**src/fspc_cfg.svh**
```systemverilog
`ifndef FSPC_CFG_SVH
`define FSPC_CFG_SVH

// control and status register placement
`define FSPC_CSR_IO_ADDR 6'h37
`define FSPC_CSR_MEM_ADDR 8'h57
`define FSPC_CSR_RESET 8'h00

// control and status register bit positions
`define FSPC_BIT_IE 7
`define FSPC_BIT_BUSY 6
`define FSPC_BIT_REEN 4
`define FSPC_BIT_LOCK 3
`define FSPC_BIT_WRITE 2
`define FSPC_BIT_ERASE 1
`define FSPC_BIT_EN 0

// accepted patterns of the lower five bits
`define FSPC_PAT_REEN 5'h11
`define FSPC_PAT_LOCK 5'h09
`define FSPC_PAT_WRITE 5'h05
`define FSPC_PAT_ERASE 5'h03
`define FSPC_PAT_FILL 5'h01

// arming windows in core clock cycles
`define FSPC_STORE_WINDOW 3'h4
`define FSPC_LOAD_WINDOW 3'h3

// programming time, shortest figure, rounded up to whole cycles
`define FSPC_CLK_PERIOD_NS 40
`define FSPC_PROG_MIN_NS 3700000
`define FSPC_PROG_MAX_NS 4500000
`define FSPC_PROG_CYCLES ((`FSPC_PROG_MIN_NS + `FSPC_CLK_PERIOD_NS - 1) / `FSPC_CLK_PERIOD_NS)

// memory geometry
`define FSPC_PAGE_WORDS 64
`define FSPC_RWW_LAST_PAGE 7'h6F
`define FSPC_BOOT_START_128 13'h1F80
`define FSPC_BOOT_START_256 13'h1F00
`define FSPC_BOOT_START_512 13'h1E00
`define FSPC_BOOT_START_1024 13'h1C00

// lock bits, unprogrammed reads as one
`define FSPC_LOCK_RESET 6'h3F
`define FSPC_LOCK_PAD 2'h3

`endif

```
**src/fspc_pkg.sv**
```systemverilog
package fspc_pkg;

	typedef enum logic [2:0] {
		FSPC_CMD_NONE = 3'h0,
		FSPC_CMD_FILL = 3'h1,
		FSPC_CMD_ERASE = 3'h2,
		FSPC_CMD_WRITE = 3'h3,
		FSPC_CMD_LOCK = 3'h4,
		FSPC_CMD_REEN = 3'h5
	} fspc_cmd_e;

	typedef enum logic [1:0] {
		FSPC_ST_IDLE = 2'h0,
		FSPC_ST_ARMED = 2'h1,
		FSPC_ST_BUSY = 2'h3
	} fspc_state_e;

endpackage : fspc_pkg

```
**src/fspc_core_if.sv**
```systemverilog
`timescale 1ns/1ps
interface fspc_core_if;
	logic tmr_start;
	logic tmr_done;
	logic buf_fill;
	logic [5:0] buf_idx;
	logic [15:0] buf_wdata;
	logic buf_abort;
	logic buf_clear;
	logic buf_loading;
	logic [5:0] rd_idx;
	logic [15:0] rd_data;

	modport ctrl (output tmr_start, input tmr_done, output buf_fill, output buf_idx, output buf_wdata,
		output buf_abort, output buf_clear, input buf_loading, output rd_idx, input rd_data);
	modport buff (input buf_fill, input buf_idx, input buf_wdata, input buf_abort, input buf_clear,
		output buf_loading, input rd_idx, output rd_data);
	modport tmr (input tmr_start, output tmr_done);
endinterface : fspc_core_if

```
**src/fspc_op_timer.sv**
```systemverilog
`timescale 1ns/1ps
module fspc_op_timer #(
	parameter int unsigned CYCLES = 92500
) (
	input wire logic clk,
	input wire logic reset,
	fspc_core_if.tmr core
);
	generate
		if (CYCLES < 2) begin : g_bad
			$error("fspc_op_timer: CYCLES must be at least 2");
		end
	endgenerate

	logic [31:0] cnt_r;
	logic run_r;
	logic done_r;

	always_ff @(posedge clk) begin
		if (reset) begin
			cnt_r <= 32'h0;
			run_r <= 1'b0;
			done_r <= 1'b0;
		end else begin
			done_r <= 1'b0;
			if (core.tmr_start) begin
				cnt_r <= 32'(CYCLES - 1);
				run_r <= 1'b1;
			end else if (run_r) begin
				if (cnt_r == 32'h1) begin
					run_r <= 1'b0;
					done_r <= 1'b1;
				end
				cnt_r <= cnt_r - 32'h1;
			end
		end
	end

	assign core.tmr_done = done_r;
endmodule : fspc_op_timer

```
**src/fspc_page_buffer.sv**
```systemverilog
`timescale 1ns/1ps
module fspc_page_buffer #(
	parameter int unsigned WORDS = 64
) (
	input wire logic clk,
	input wire logic reset,
	fspc_core_if.buff core
);
	generate
		if (WORDS != 64) begin : g_bad
			$error("fspc_page_buffer: six-bit word index serves exactly 64 words");
		end
	endgenerate

	logic [15:0] mem [WORDS];
	logic [WORDS-1:0] valid_r;
	logic [15:0] rd_data_r;

	always_ff @(posedge clk) begin
		if (core.buf_fill) begin
			mem[core.buf_idx] <= core.buf_wdata;
		end
	end

	// words never loaded read as erased so a dropped load cannot leak stale data
	always_ff @(posedge clk) begin
		if (reset || core.buf_abort || core.buf_clear) begin
			valid_r <= '0;
		end else if (core.buf_fill) begin
			valid_r[core.buf_idx] <= 1'b1;
		end
	end

	always_ff @(posedge clk) begin
		if (reset) begin
			rd_data_r <= 16'hFFFF;
		end else begin
			rd_data_r <= valid_r[core.rd_idx] ? mem[core.rd_idx] : 16'hFFFF;
		end
	end

	assign core.rd_data = rd_data_r;
	assign core.buf_loading = |valid_r;
endmodule : fspc_page_buffer

```
**src/fspc_ctrl.sv**
```systemverilog
`timescale 1ns/1ps
`include "fspc_cfg.svh"
module fspc_ctrl #(
	parameter int unsigned PROG_CYCLES = `FSPC_PROG_CYCLES
) (
	input wire logic clk,
	input wire logic reset,
	input wire logic [5:0] io_addr,
	input wire logic io_wr,
	input wire logic [7:0] io_wdata,
	output logic [7:0] io_rdata,
	input wire logic store_exec,
	input wire logic load_exec,
	input wire logic [15:0] z_ptr,
	input wire logic [7:0] data_low_register,
	input wire logic [7:0] data_high_register,
	input wire logic global_int_enable,
	input wire logic eeprom_write_busy_bit,
	input wire logic [1:0] boot_size_fuses,
	input wire logic [7:0] fuse_low_byte,
	input wire logic [7:0] fuse_high_byte,
	input wire logic [7:0] fuse_ext_byte,
	output logic load_special_valid,
	output logic [7:0] load_special_data,
	output logic cpu_stall,
	output logic rww_read_blocked,
	output logic ready_irq,
	output logic [12:0] boot_start_word,
	output logic [5:0] lock_bits,
	output logic flash_erase_start,
	output logic flash_write_start,
	output logic flash_busy,
	output logic [6:0] flash_page,
	input wire logic [5:0] flash_rd_idx,
	output logic [15:0] flash_rd_data
);
	generate
		if (PROG_CYCLES < 2) begin : g_bad
			$error("fspc_ctrl: PROG_CYCLES must be at least 2");
		end
	endgenerate

	function automatic fspc_pkg::fspc_cmd_e cmd_decode(input logic [4:0] bits);
		case (bits)
			`FSPC_PAT_FILL: cmd_decode = fspc_pkg::FSPC_CMD_FILL;
			`FSPC_PAT_ERASE: cmd_decode = fspc_pkg::FSPC_CMD_ERASE;
			`FSPC_PAT_WRITE: cmd_decode = fspc_pkg::FSPC_CMD_WRITE;
			`FSPC_PAT_LOCK: cmd_decode = fspc_pkg::FSPC_CMD_LOCK;
			`FSPC_PAT_REEN: cmd_decode = fspc_pkg::FSPC_CMD_REEN;
			default: cmd_decode = fspc_pkg::FSPC_CMD_NONE;
		endcase
	endfunction : cmd_decode

	// command bits without store-enable, which follows the state
	function automatic logic [4:1] cmd_bits(input fspc_pkg::fspc_cmd_e cmd);
		case (cmd)
			fspc_pkg::FSPC_CMD_ERASE: cmd_bits = 4'h1;
			fspc_pkg::FSPC_CMD_WRITE: cmd_bits = 4'h2;
			fspc_pkg::FSPC_CMD_LOCK: cmd_bits = 4'h4;
			fspc_pkg::FSPC_CMD_REEN: cmd_bits = 4'h8;
			default: cmd_bits = 4'h0;
		endcase
	endfunction : cmd_bits

	function automatic logic [12:0] boot_start(input logic [1:0] fuses);
		case (fuses)
			2'h3: boot_start = `FSPC_BOOT_START_128;
			2'h2: boot_start = `FSPC_BOOT_START_256;
			2'h1: boot_start = `FSPC_BOOT_START_512;
			default: boot_start = `FSPC_BOOT_START_1024;
		endcase
	endfunction : boot_start

	fspc_core_if core ();

	fspc_op_timer #(
		.CYCLES(PROG_CYCLES)
	) u_timer (
		.clk(clk),
		.reset(reset),
		.core(core.tmr)
	);

	fspc_page_buffer #(
		.WORDS(`FSPC_PAGE_WORDS)
	) u_buffer (
		.clk(clk),
		.reset(reset),
		.core(core.buff)
	);

	fspc_pkg::fspc_state_e state_r;
	fspc_pkg::fspc_cmd_e cmd_r;
	fspc_pkg::fspc_cmd_e wr_cmd;
	logic [2:0] win_r;
	logic ie_r;
	logic busy_flag_r;
	logic no_read_while_write_area_r;
	logic [6:0] page_r;
	logic [5:0] lock_data_r;
	logic [5:0] lock_bits_r;
	logic [7:0] io_rdata_r;
	logic load_valid_r;
	logic [7:0] load_data_r;
	logic erase_start_r;
	logic write_start_r;
	logic [12:0] boot_start_r;
	logic wr_hit;
	logic accept;
	logic store_fire;
	logic load_fire;
	logic flash_op;
	logic timed_op;
	logic [6:0] z_page;
	logic [5:0] z_word;
	logic [7:0] csr_view;

	assign wr_hit = io_wr && (io_addr == `FSPC_CSR_IO_ADDR);
	assign wr_cmd = cmd_decode(io_wdata[4:0]);
	// no command is taken while flash is busy or an eeprom write runs
	assign accept = wr_hit && (wr_cmd != fspc_pkg::FSPC_CMD_NONE)
		&& (state_r != fspc_pkg::FSPC_ST_BUSY) && !eeprom_write_busy_bit;
	assign store_fire = store_exec && (state_r == fspc_pkg::FSPC_ST_ARMED) && (win_r != 3'h0);
	// lock or fuse read counts only in the first three armed cycles
	assign load_fire = load_exec && (state_r == fspc_pkg::FSPC_ST_ARMED) && (cmd_r == fspc_pkg::FSPC_CMD_LOCK)
		&& (win_r > (`FSPC_STORE_WINDOW - `FSPC_LOAD_WINDOW)) && !eeprom_write_busy_bit;
	assign flash_op = (cmd_r == fspc_pkg::FSPC_CMD_ERASE) || (cmd_r == fspc_pkg::FSPC_CMD_WRITE);
	assign timed_op = flash_op || (cmd_r == fspc_pkg::FSPC_CMD_LOCK);
	// top two pointer bits never reach the decode
	assign z_page = z_ptr[13:7];
	assign z_word = z_ptr[6:1];

	// arming state; store-enable reads set in every state but idle
	always_ff @(posedge clk) begin
		if (reset) begin
			state_r <= fspc_pkg::FSPC_ST_IDLE;
		end else begin
			case (state_r)
				fspc_pkg::FSPC_ST_IDLE: begin
					if (accept) begin
						state_r <= fspc_pkg::FSPC_ST_ARMED;
					end
				end
				fspc_pkg::FSPC_ST_ARMED: begin
					if (store_fire) begin
						state_r <= timed_op ? fspc_pkg::FSPC_ST_BUSY : fspc_pkg::FSPC_ST_IDLE;
					end else if (load_fire) begin
						state_r <= fspc_pkg::FSPC_ST_IDLE;
					end else if (accept) begin
						state_r <= fspc_pkg::FSPC_ST_ARMED;
					end else if (win_r <= 3'h1) begin
						state_r <= fspc_pkg::FSPC_ST_IDLE;
					end
				end
				fspc_pkg::FSPC_ST_BUSY: begin
					if (core.tmr_done) begin
						state_r <= fspc_pkg::FSPC_ST_IDLE;
					end
				end
				default: state_r <= fspc_pkg::FSPC_ST_IDLE;
			endcase
		end
	end

	// window counter, reloaded by an accepted command write unless a store or load fires in the same cycle
	always_ff @(posedge clk) begin
		if (reset) begin
			win_r <= 3'h0;
		end else if (accept && !store_fire && !load_fire) begin
			win_r <= `FSPC_STORE_WINDOW;
		end else if (store_fire || load_fire) begin
			win_r <= 3'h0;
		end else if (win_r != 3'h0) begin
			win_r <= win_r - 3'h1;
		end
	end

	// command bits follow the arming and clear with store-enable
	always_ff @(posedge clk) begin
		if (reset) begin
			cmd_r <= fspc_pkg::FSPC_CMD_NONE;
		end else begin
			case (state_r)
				fspc_pkg::FSPC_ST_IDLE: begin
					cmd_r <= accept ? wr_cmd : fspc_pkg::FSPC_CMD_NONE;
				end
				fspc_pkg::FSPC_ST_ARMED: begin
					if (store_fire) begin
						cmd_r <= timed_op ? cmd_r : fspc_pkg::FSPC_CMD_NONE;
					end else if (load_fire) begin
						cmd_r <= fspc_pkg::FSPC_CMD_NONE;
					end else if (accept) begin
						cmd_r <= wr_cmd;
					end else if (win_r <= 3'h1) begin
						cmd_r <= fspc_pkg::FSPC_CMD_NONE;
					end
				end
				fspc_pkg::FSPC_ST_BUSY: begin
					if (core.tmr_done) begin
						cmd_r <= fspc_pkg::FSPC_CMD_NONE;
					end
				end
				default: cmd_r <= fspc_pkg::FSPC_CMD_NONE;
			endcase
		end
	end

	// interrupt enable is writable regardless of the lower bits
	always_ff @(posedge clk) begin
		if (reset) begin
			ie_r <= 1'b0;
		end else if (wr_hit) begin
			ie_r <= io_wdata[`FSPC_BIT_IE];
		end
	end

	// read-while-write busy flag, hardware owned
	always_ff @(posedge clk) begin
		if (reset) begin
			busy_flag_r <= 1'b0;
		end else if (store_fire && flash_op && (z_page <= `FSPC_RWW_LAST_PAGE)) begin
			busy_flag_r <= 1'b1;
		end else if (store_fire && ((cmd_r == fspc_pkg::FSPC_CMD_REEN) || (cmd_r == fspc_pkg::FSPC_CMD_FILL))) begin
			busy_flag_r <= 1'b0;
		end
	end

	// operation target latched at the store so the pointer may move meanwhile
	always_ff @(posedge clk) begin
		if (reset) begin
			page_r <= 7'h0;
			no_read_while_write_area_r <= 1'b0;
			lock_data_r <= `FSPC_LOCK_RESET;
		end else if (store_fire) begin
			page_r <= z_page;
			no_read_while_write_area_r <= flash_op && (z_page > `FSPC_RWW_LAST_PAGE);
			lock_data_r <= data_low_register[5:0];
		end
	end

	// lock bits only move toward programmed; only reset reloads them unprogrammed
	always_ff @(posedge clk) begin
		if (reset) begin
			lock_bits_r <= `FSPC_LOCK_RESET;
		end else if (core.tmr_done && (state_r == fspc_pkg::FSPC_ST_BUSY) && (cmd_r == fspc_pkg::FSPC_CMD_LOCK)) begin
			lock_bits_r <= lock_bits_r & lock_data_r;
		end
	end

	// special load answer; pointer bits 1:0 choose the byte
	always_ff @(posedge clk) begin
		if (reset) begin
			load_valid_r <= 1'b0;
			load_data_r <= 8'h00;
		end else begin
			load_valid_r <= load_fire;
			if (load_fire) begin
				case (z_ptr[1:0])
					2'h0: load_data_r <= fuse_low_byte;
					2'h1: load_data_r <= {`FSPC_LOCK_PAD, lock_bits_r};
					2'h2: load_data_r <= fuse_ext_byte;
					default: load_data_r <= fuse_high_byte;
				endcase
			end
		end
	end

	always_ff @(posedge clk) begin
		if (reset) begin
			erase_start_r <= 1'b0;
			write_start_r <= 1'b0;
		end else begin
			erase_start_r <= store_fire && (cmd_r == fspc_pkg::FSPC_CMD_ERASE);
			write_start_r <= store_fire && (cmd_r == fspc_pkg::FSPC_CMD_WRITE);
		end
	end

	always_ff @(posedge clk) begin
		if (reset) begin
			boot_start_r <= `FSPC_BOOT_START_1024;
		end else begin
			boot_start_r <= boot_start(boot_size_fuses);
		end
	end

	// reserved bit 5 always zero
	assign csr_view = {ie_r, busy_flag_r, 1'b0, cmd_bits(cmd_r), state_r != fspc_pkg::FSPC_ST_IDLE};

	always_ff @(posedge clk) begin
		if (reset) begin
			io_rdata_r <= `FSPC_CSR_RESET;
		end else begin
			io_rdata_r <= csr_view;
		end
	end

	// buffer fill ignores the data pair for every other command
	assign core.buf_fill = store_fire && (cmd_r == fspc_pkg::FSPC_CMD_FILL);
	assign core.buf_idx = z_word;
	assign core.buf_wdata = {data_high_register, data_low_register};
	assign core.buf_abort = wr_hit && io_wdata[`FSPC_BIT_REEN] && core.buf_loading;
	assign core.buf_clear = core.tmr_done && (state_r == fspc_pkg::FSPC_ST_BUSY) && (cmd_r == fspc_pkg::FSPC_CMD_WRITE);
	assign core.rd_idx = flash_rd_idx;
	// one timer serves erase, write and lock; shortest time keeps the core moving soonest
	assign core.tmr_start = store_fire && timed_op;

	assign io_rdata = io_rdata_r;
	assign load_special_valid = load_valid_r;
	assign load_special_data = load_data_r;
	assign cpu_stall = (state_r == fspc_pkg::FSPC_ST_BUSY) && no_read_while_write_area_r;
	assign rww_read_blocked = busy_flag_r;
	assign ready_irq = ie_r && global_int_enable && (state_r == fspc_pkg::FSPC_ST_IDLE);
	assign boot_start_word = boot_start_r;
	assign lock_bits = lock_bits_r;
	assign flash_erase_start = erase_start_r;
	assign flash_write_start = write_start_r;
	assign flash_busy = (state_r == fspc_pkg::FSPC_ST_BUSY) && flash_op;
	assign flash_page = page_r;
	assign flash_rd_data = core.rd_data;
endmodule : fspc_ctrl

```
**config.mk**
```make
export PLATFORM = sky130hd
export DESIGN_NAME = fspc_ctrl
export DESIGN_NICKNAME = d
export VERILOG_FILES = /design/src/fspc_pkg.sv /design/src/fspc_core_if.sv /design/src/fspc_op_timer.sv /design/src/fspc_page_buffer.sv /design/src/fspc_ctrl.sv
export VERILOG_INCLUDE_DIRS = /design/src
export SDC_FILE = /design/constraint.sdc
export NUM_CORES = 1
export LEC_CHECK = 0
export ABC_AREA = 0
export BUFFER_PORTS_ARGS = -buffer_cell sky130_fd_sc_hd__buf_2
export CAP_MARGIN = 0
export CORE_UTILIZATION = 40
export DETAILED_ROUTE_END_ITERATION = 12
export GPL_TIMING_DRIVEN = 0
export PLACE_DENSITY = 0.58
export SLEW_MARGIN = 20
export SYNTH_ARGS = -nofsm -noshare
export SYNTH_HDL_FRONTEND = slang
export SYNTH_HIERARCHICAL = 1
export SYNTH_SLANG_ARGS = --single-unit
```
**constraint.sdc**
```tcl
create_clock -name clk -period 3.5 [get_ports clk]
set_input_delay 0.7 -clock clk [delete_from_list [all_inputs] [get_ports clk]]
set_output_delay 0.7 -clock clk [all_outputs]
set_load 0.05 [all_outputs]
```
==> flow_metrics.tcl <==
set metrics [dict create \
    synth_fa_ha_area_frac 0.00109 \
    ys_ff_latch 1189 \
    yosysSeqAreaShare 0.744 \
    cts_inserted_buffers 119 \
    drtPass1Iterations 6 \
    cts_root_buf "clkbuf_16" \
    yosysTopAreaCell "edfxtp_1" \
    irDropWorstVdd_mv 0.396 \
    syn2layout_area_growth_pct 17.6 \
    min_period_over_period 0.986 \
    syn_avg_cell_area_um2 19.3 \
    final_common_cell "edfxtp_1" \
    avgViaCountPerCell 5.76 \
    synth_flop_cell "edfxtp_1" \
    maxSlewHeadroom 0.207 \
    synth-edff-count 1024 \
    core.rowCount 123 \
    clockBufferDepth 3 \
    drc 0 \
    crit_buf_inv 4 \
    synth_compound_area_frac 0.0483 \
    max_stage_delay_ps 720 \
    finalCriticalPeriod_ps 3450 \
    drtIter0Drc 2570 \
    drv_slew 0 \
    async_flop_share 0 \
    status "finished clean" \
    ant_nets 0 \
    h-tree-depth 3 \
    die_w_um 340 \
    cts.sinks 1189 \
    hold_viol 0 \
    dr_total_vias 24938 \
    worstPathMaxFanout 10 \
    clk_pin_slew_ps 60 \
    hold_class "in -> reg" \
    path_delay_family "buffers and inverters" \
    grt_antenna_before_repair 10 \
    clkLatencyLatePin_ps 720 \
    cts_tree "yes" \
    gp_congestion 0.991 \
    fin_skew_ps 29.0 \
    synth_area_leaders "edfxtp_1 67%, mux4_2 14%, dfxtp_1 7.2%, a22oi_1 2.7%, o21a_1 1.0%" \
    power_density_nw_per_um2 547 \
    crit_path_end_kind "flip-flop" \
    critPathRequiredTime_ps 4020 \
    cap_violations 0 \
    die_y_um 340 \
    criticalPathCategory "in -> reg" \
    final_cell_mix "1024 x edfxtp_1, 278 x mux4_2, 165 x dfxtp_1" \
    wire_per_inst_um 27.8 \
    pin_count 150 \
    grt_pass1_vias 24823 \
    synthSimpleGateAreaFrac 0.0443 \
    core_um2 113000 \
    worst_ep_arrival_time_ps 3970 \
    initial_core_util 0.405 \
    yosys_warnings 6 \
    fin_nets 2812 \
    drive_gt1_frac 0.298 \
    setup_viol 0 \
    fin_tns_setup_ps 0 \
    yosysUniqueCellTypes 70 \
    grt_pass1_wl_um 173000 \
    die_area_um2 116000 \
    grt_max_degree 66 \
    place_hpwl_um 78400 \
    synth.area.mux_share 0.142 \
    hold_buffers 0 \
    cp_cell_sequence "buf_4, buf_2, buf_4, clkbuf_1, mux4_2, a22oi_1, nand2_1, a22oi_1, nand3_1" \
    grt_overflow_total 0 \
    fmax_mhz 290 \
    synth_area_um2 45800 \
    portBuffers 129 \
    critPathLaunchType "input pin" \
    hold_ws_ps 226 \
    synth_top_area_share 0.672 \
    grt_usage 0.206 \
    tightest_slew_ps 1190 \
    cp_slowest_cell "clkbuf_1" \
    netlist_instances 2369 \
    synth_xor_area_frac 0.00230 \
    p_leak_uw 0.0175 \
    synth_top_family_by_area "multiplexers" \
    wl_um 120000 \
]
## routing by layer
metal	global-route usage	vias up	part of all wire
met3	0.0502	244	0.084
met4	0.0676	12	0.034
met2	0.323	1041	0.47
met1	0.284	13187	0.41
met5	0	-	0.00059
li1	-	10454	-
## final cells by class
cell class,count,area [um^2]
well taps,1500,1880
flip-flops and latches,1189,34100
fillers,9438,59100
plain buffers,142,798
repair buffers,224,1810
multi-input cells,1037,11400
clock buffers,173,3420
inverters,10,37.5
clock inverters,50,435
diodes,1,2.50
## timing repair
item / 4_1_cts / 5_1_grt
cloned: 0 / 0
pin swaps: 13 / 5
resized for setup: 37 / 10
endpoints found under the setup margin: 1075 / 291
setup buffers: 22 / 21
## synth_stat cells, types with 4 or more instances
library cell / instances
mux4_2: 278
nand4_1: 13
a31oi_1: 9
nand2b_1: 10
buf_1: 10
clkbuf_1: 59
nor2b_1: 18
nor3_1: 21
nand2_1: 120
dfxtp_1: 165
nand3_1: 30
a22oi_1: 163
inv_1: 9
xnor2_1: 9
buf_4: 23
buf_6: 11
or4_1: 5
o31ai_1: 4
nand3b_1: 4
nor2_1: 105
o21a_1: 64
a21oi_1: 23
ha_1: 4
buf_2: 32
and3_1: 7
a41o_1: 7
and2_1: 8
mux2i_1: 24
o21ai_0: 13
nor3b_1: 4
edfxtp_1: 1024
or3_1: 15
nor4_1: 23
## sequential cells by signal (all words and copies together), names as in the netlist, 2 cells and up
register,flops
cmd_r,3
flash_page,7
u_buffer/valid_r,64
u_timer/cnt_r,32
u_buffer/mem,1024
lock_data_r,6
load_special_data,8
io_rdata,7
u_buffer/core.rd_data,16
state_r,2
lock_bits,6
win_r,3
boot_start_word,3
## worst paths after layout
path	startpoint	to	slack (ps)	cells after the start
worst max register to register	u_buffer/valid_r[28]	u_buffer/valid_r[19]	100	8
worst min register to register	flash_page[3]	flash_page[3]	460	2
worst min-delay path	boot_size_fuses[0]	boot_start_word[7]	230	2
worst max-delay path	flash_rd_idx[2]	u_buffer/core.rd_data[0]	50	9
## cell families (layout without fill, tap and decap cells)
kind of cell,after synthesis,after routing
AO/OA/AOI/OAI,301,301
XOR/XNOR,12,12
adder cells (fa/ha/maj),4,4
buffers and inverters,152,599
flip-flops,1189,1189
multiplexers,302,302
other,2,12
AND/OR/NAND/NOR,407,407
## metrics by stage
| stage | total power, uW | instance area [um^2] | std cells | utilization | setup WS, ps |
|---|---|---|---|---|---|
| 3_5_place_dp | 17300 | 49300 | 4059 | 0.436 | -957 |
| 5_1_grt | 30300 | 53800 | 4325 | 0.477 | -12.1 |
| 3_3_place_gp | 17200 | 48400 | 4007 | 0.428 | -1700 |
| 4_1_cts | 29700 | 53600 | 4304 | 0.475 | 12.9 |
| 6_report | 29400 | 53800 | 4326 | 0.477 | 50.7 |
| 2_1_floorplan | 16600 | 45800 | 2378 | - | 147 |
## where the power goes
part / internal [uW] / total, uW / switching [uW]
combinational: 524 / 1590 / 1070
sequential: 15400 / 15400 / 12.9
clock: 7140 / 12400 / 5300
(Power assumes the default switching activity.)
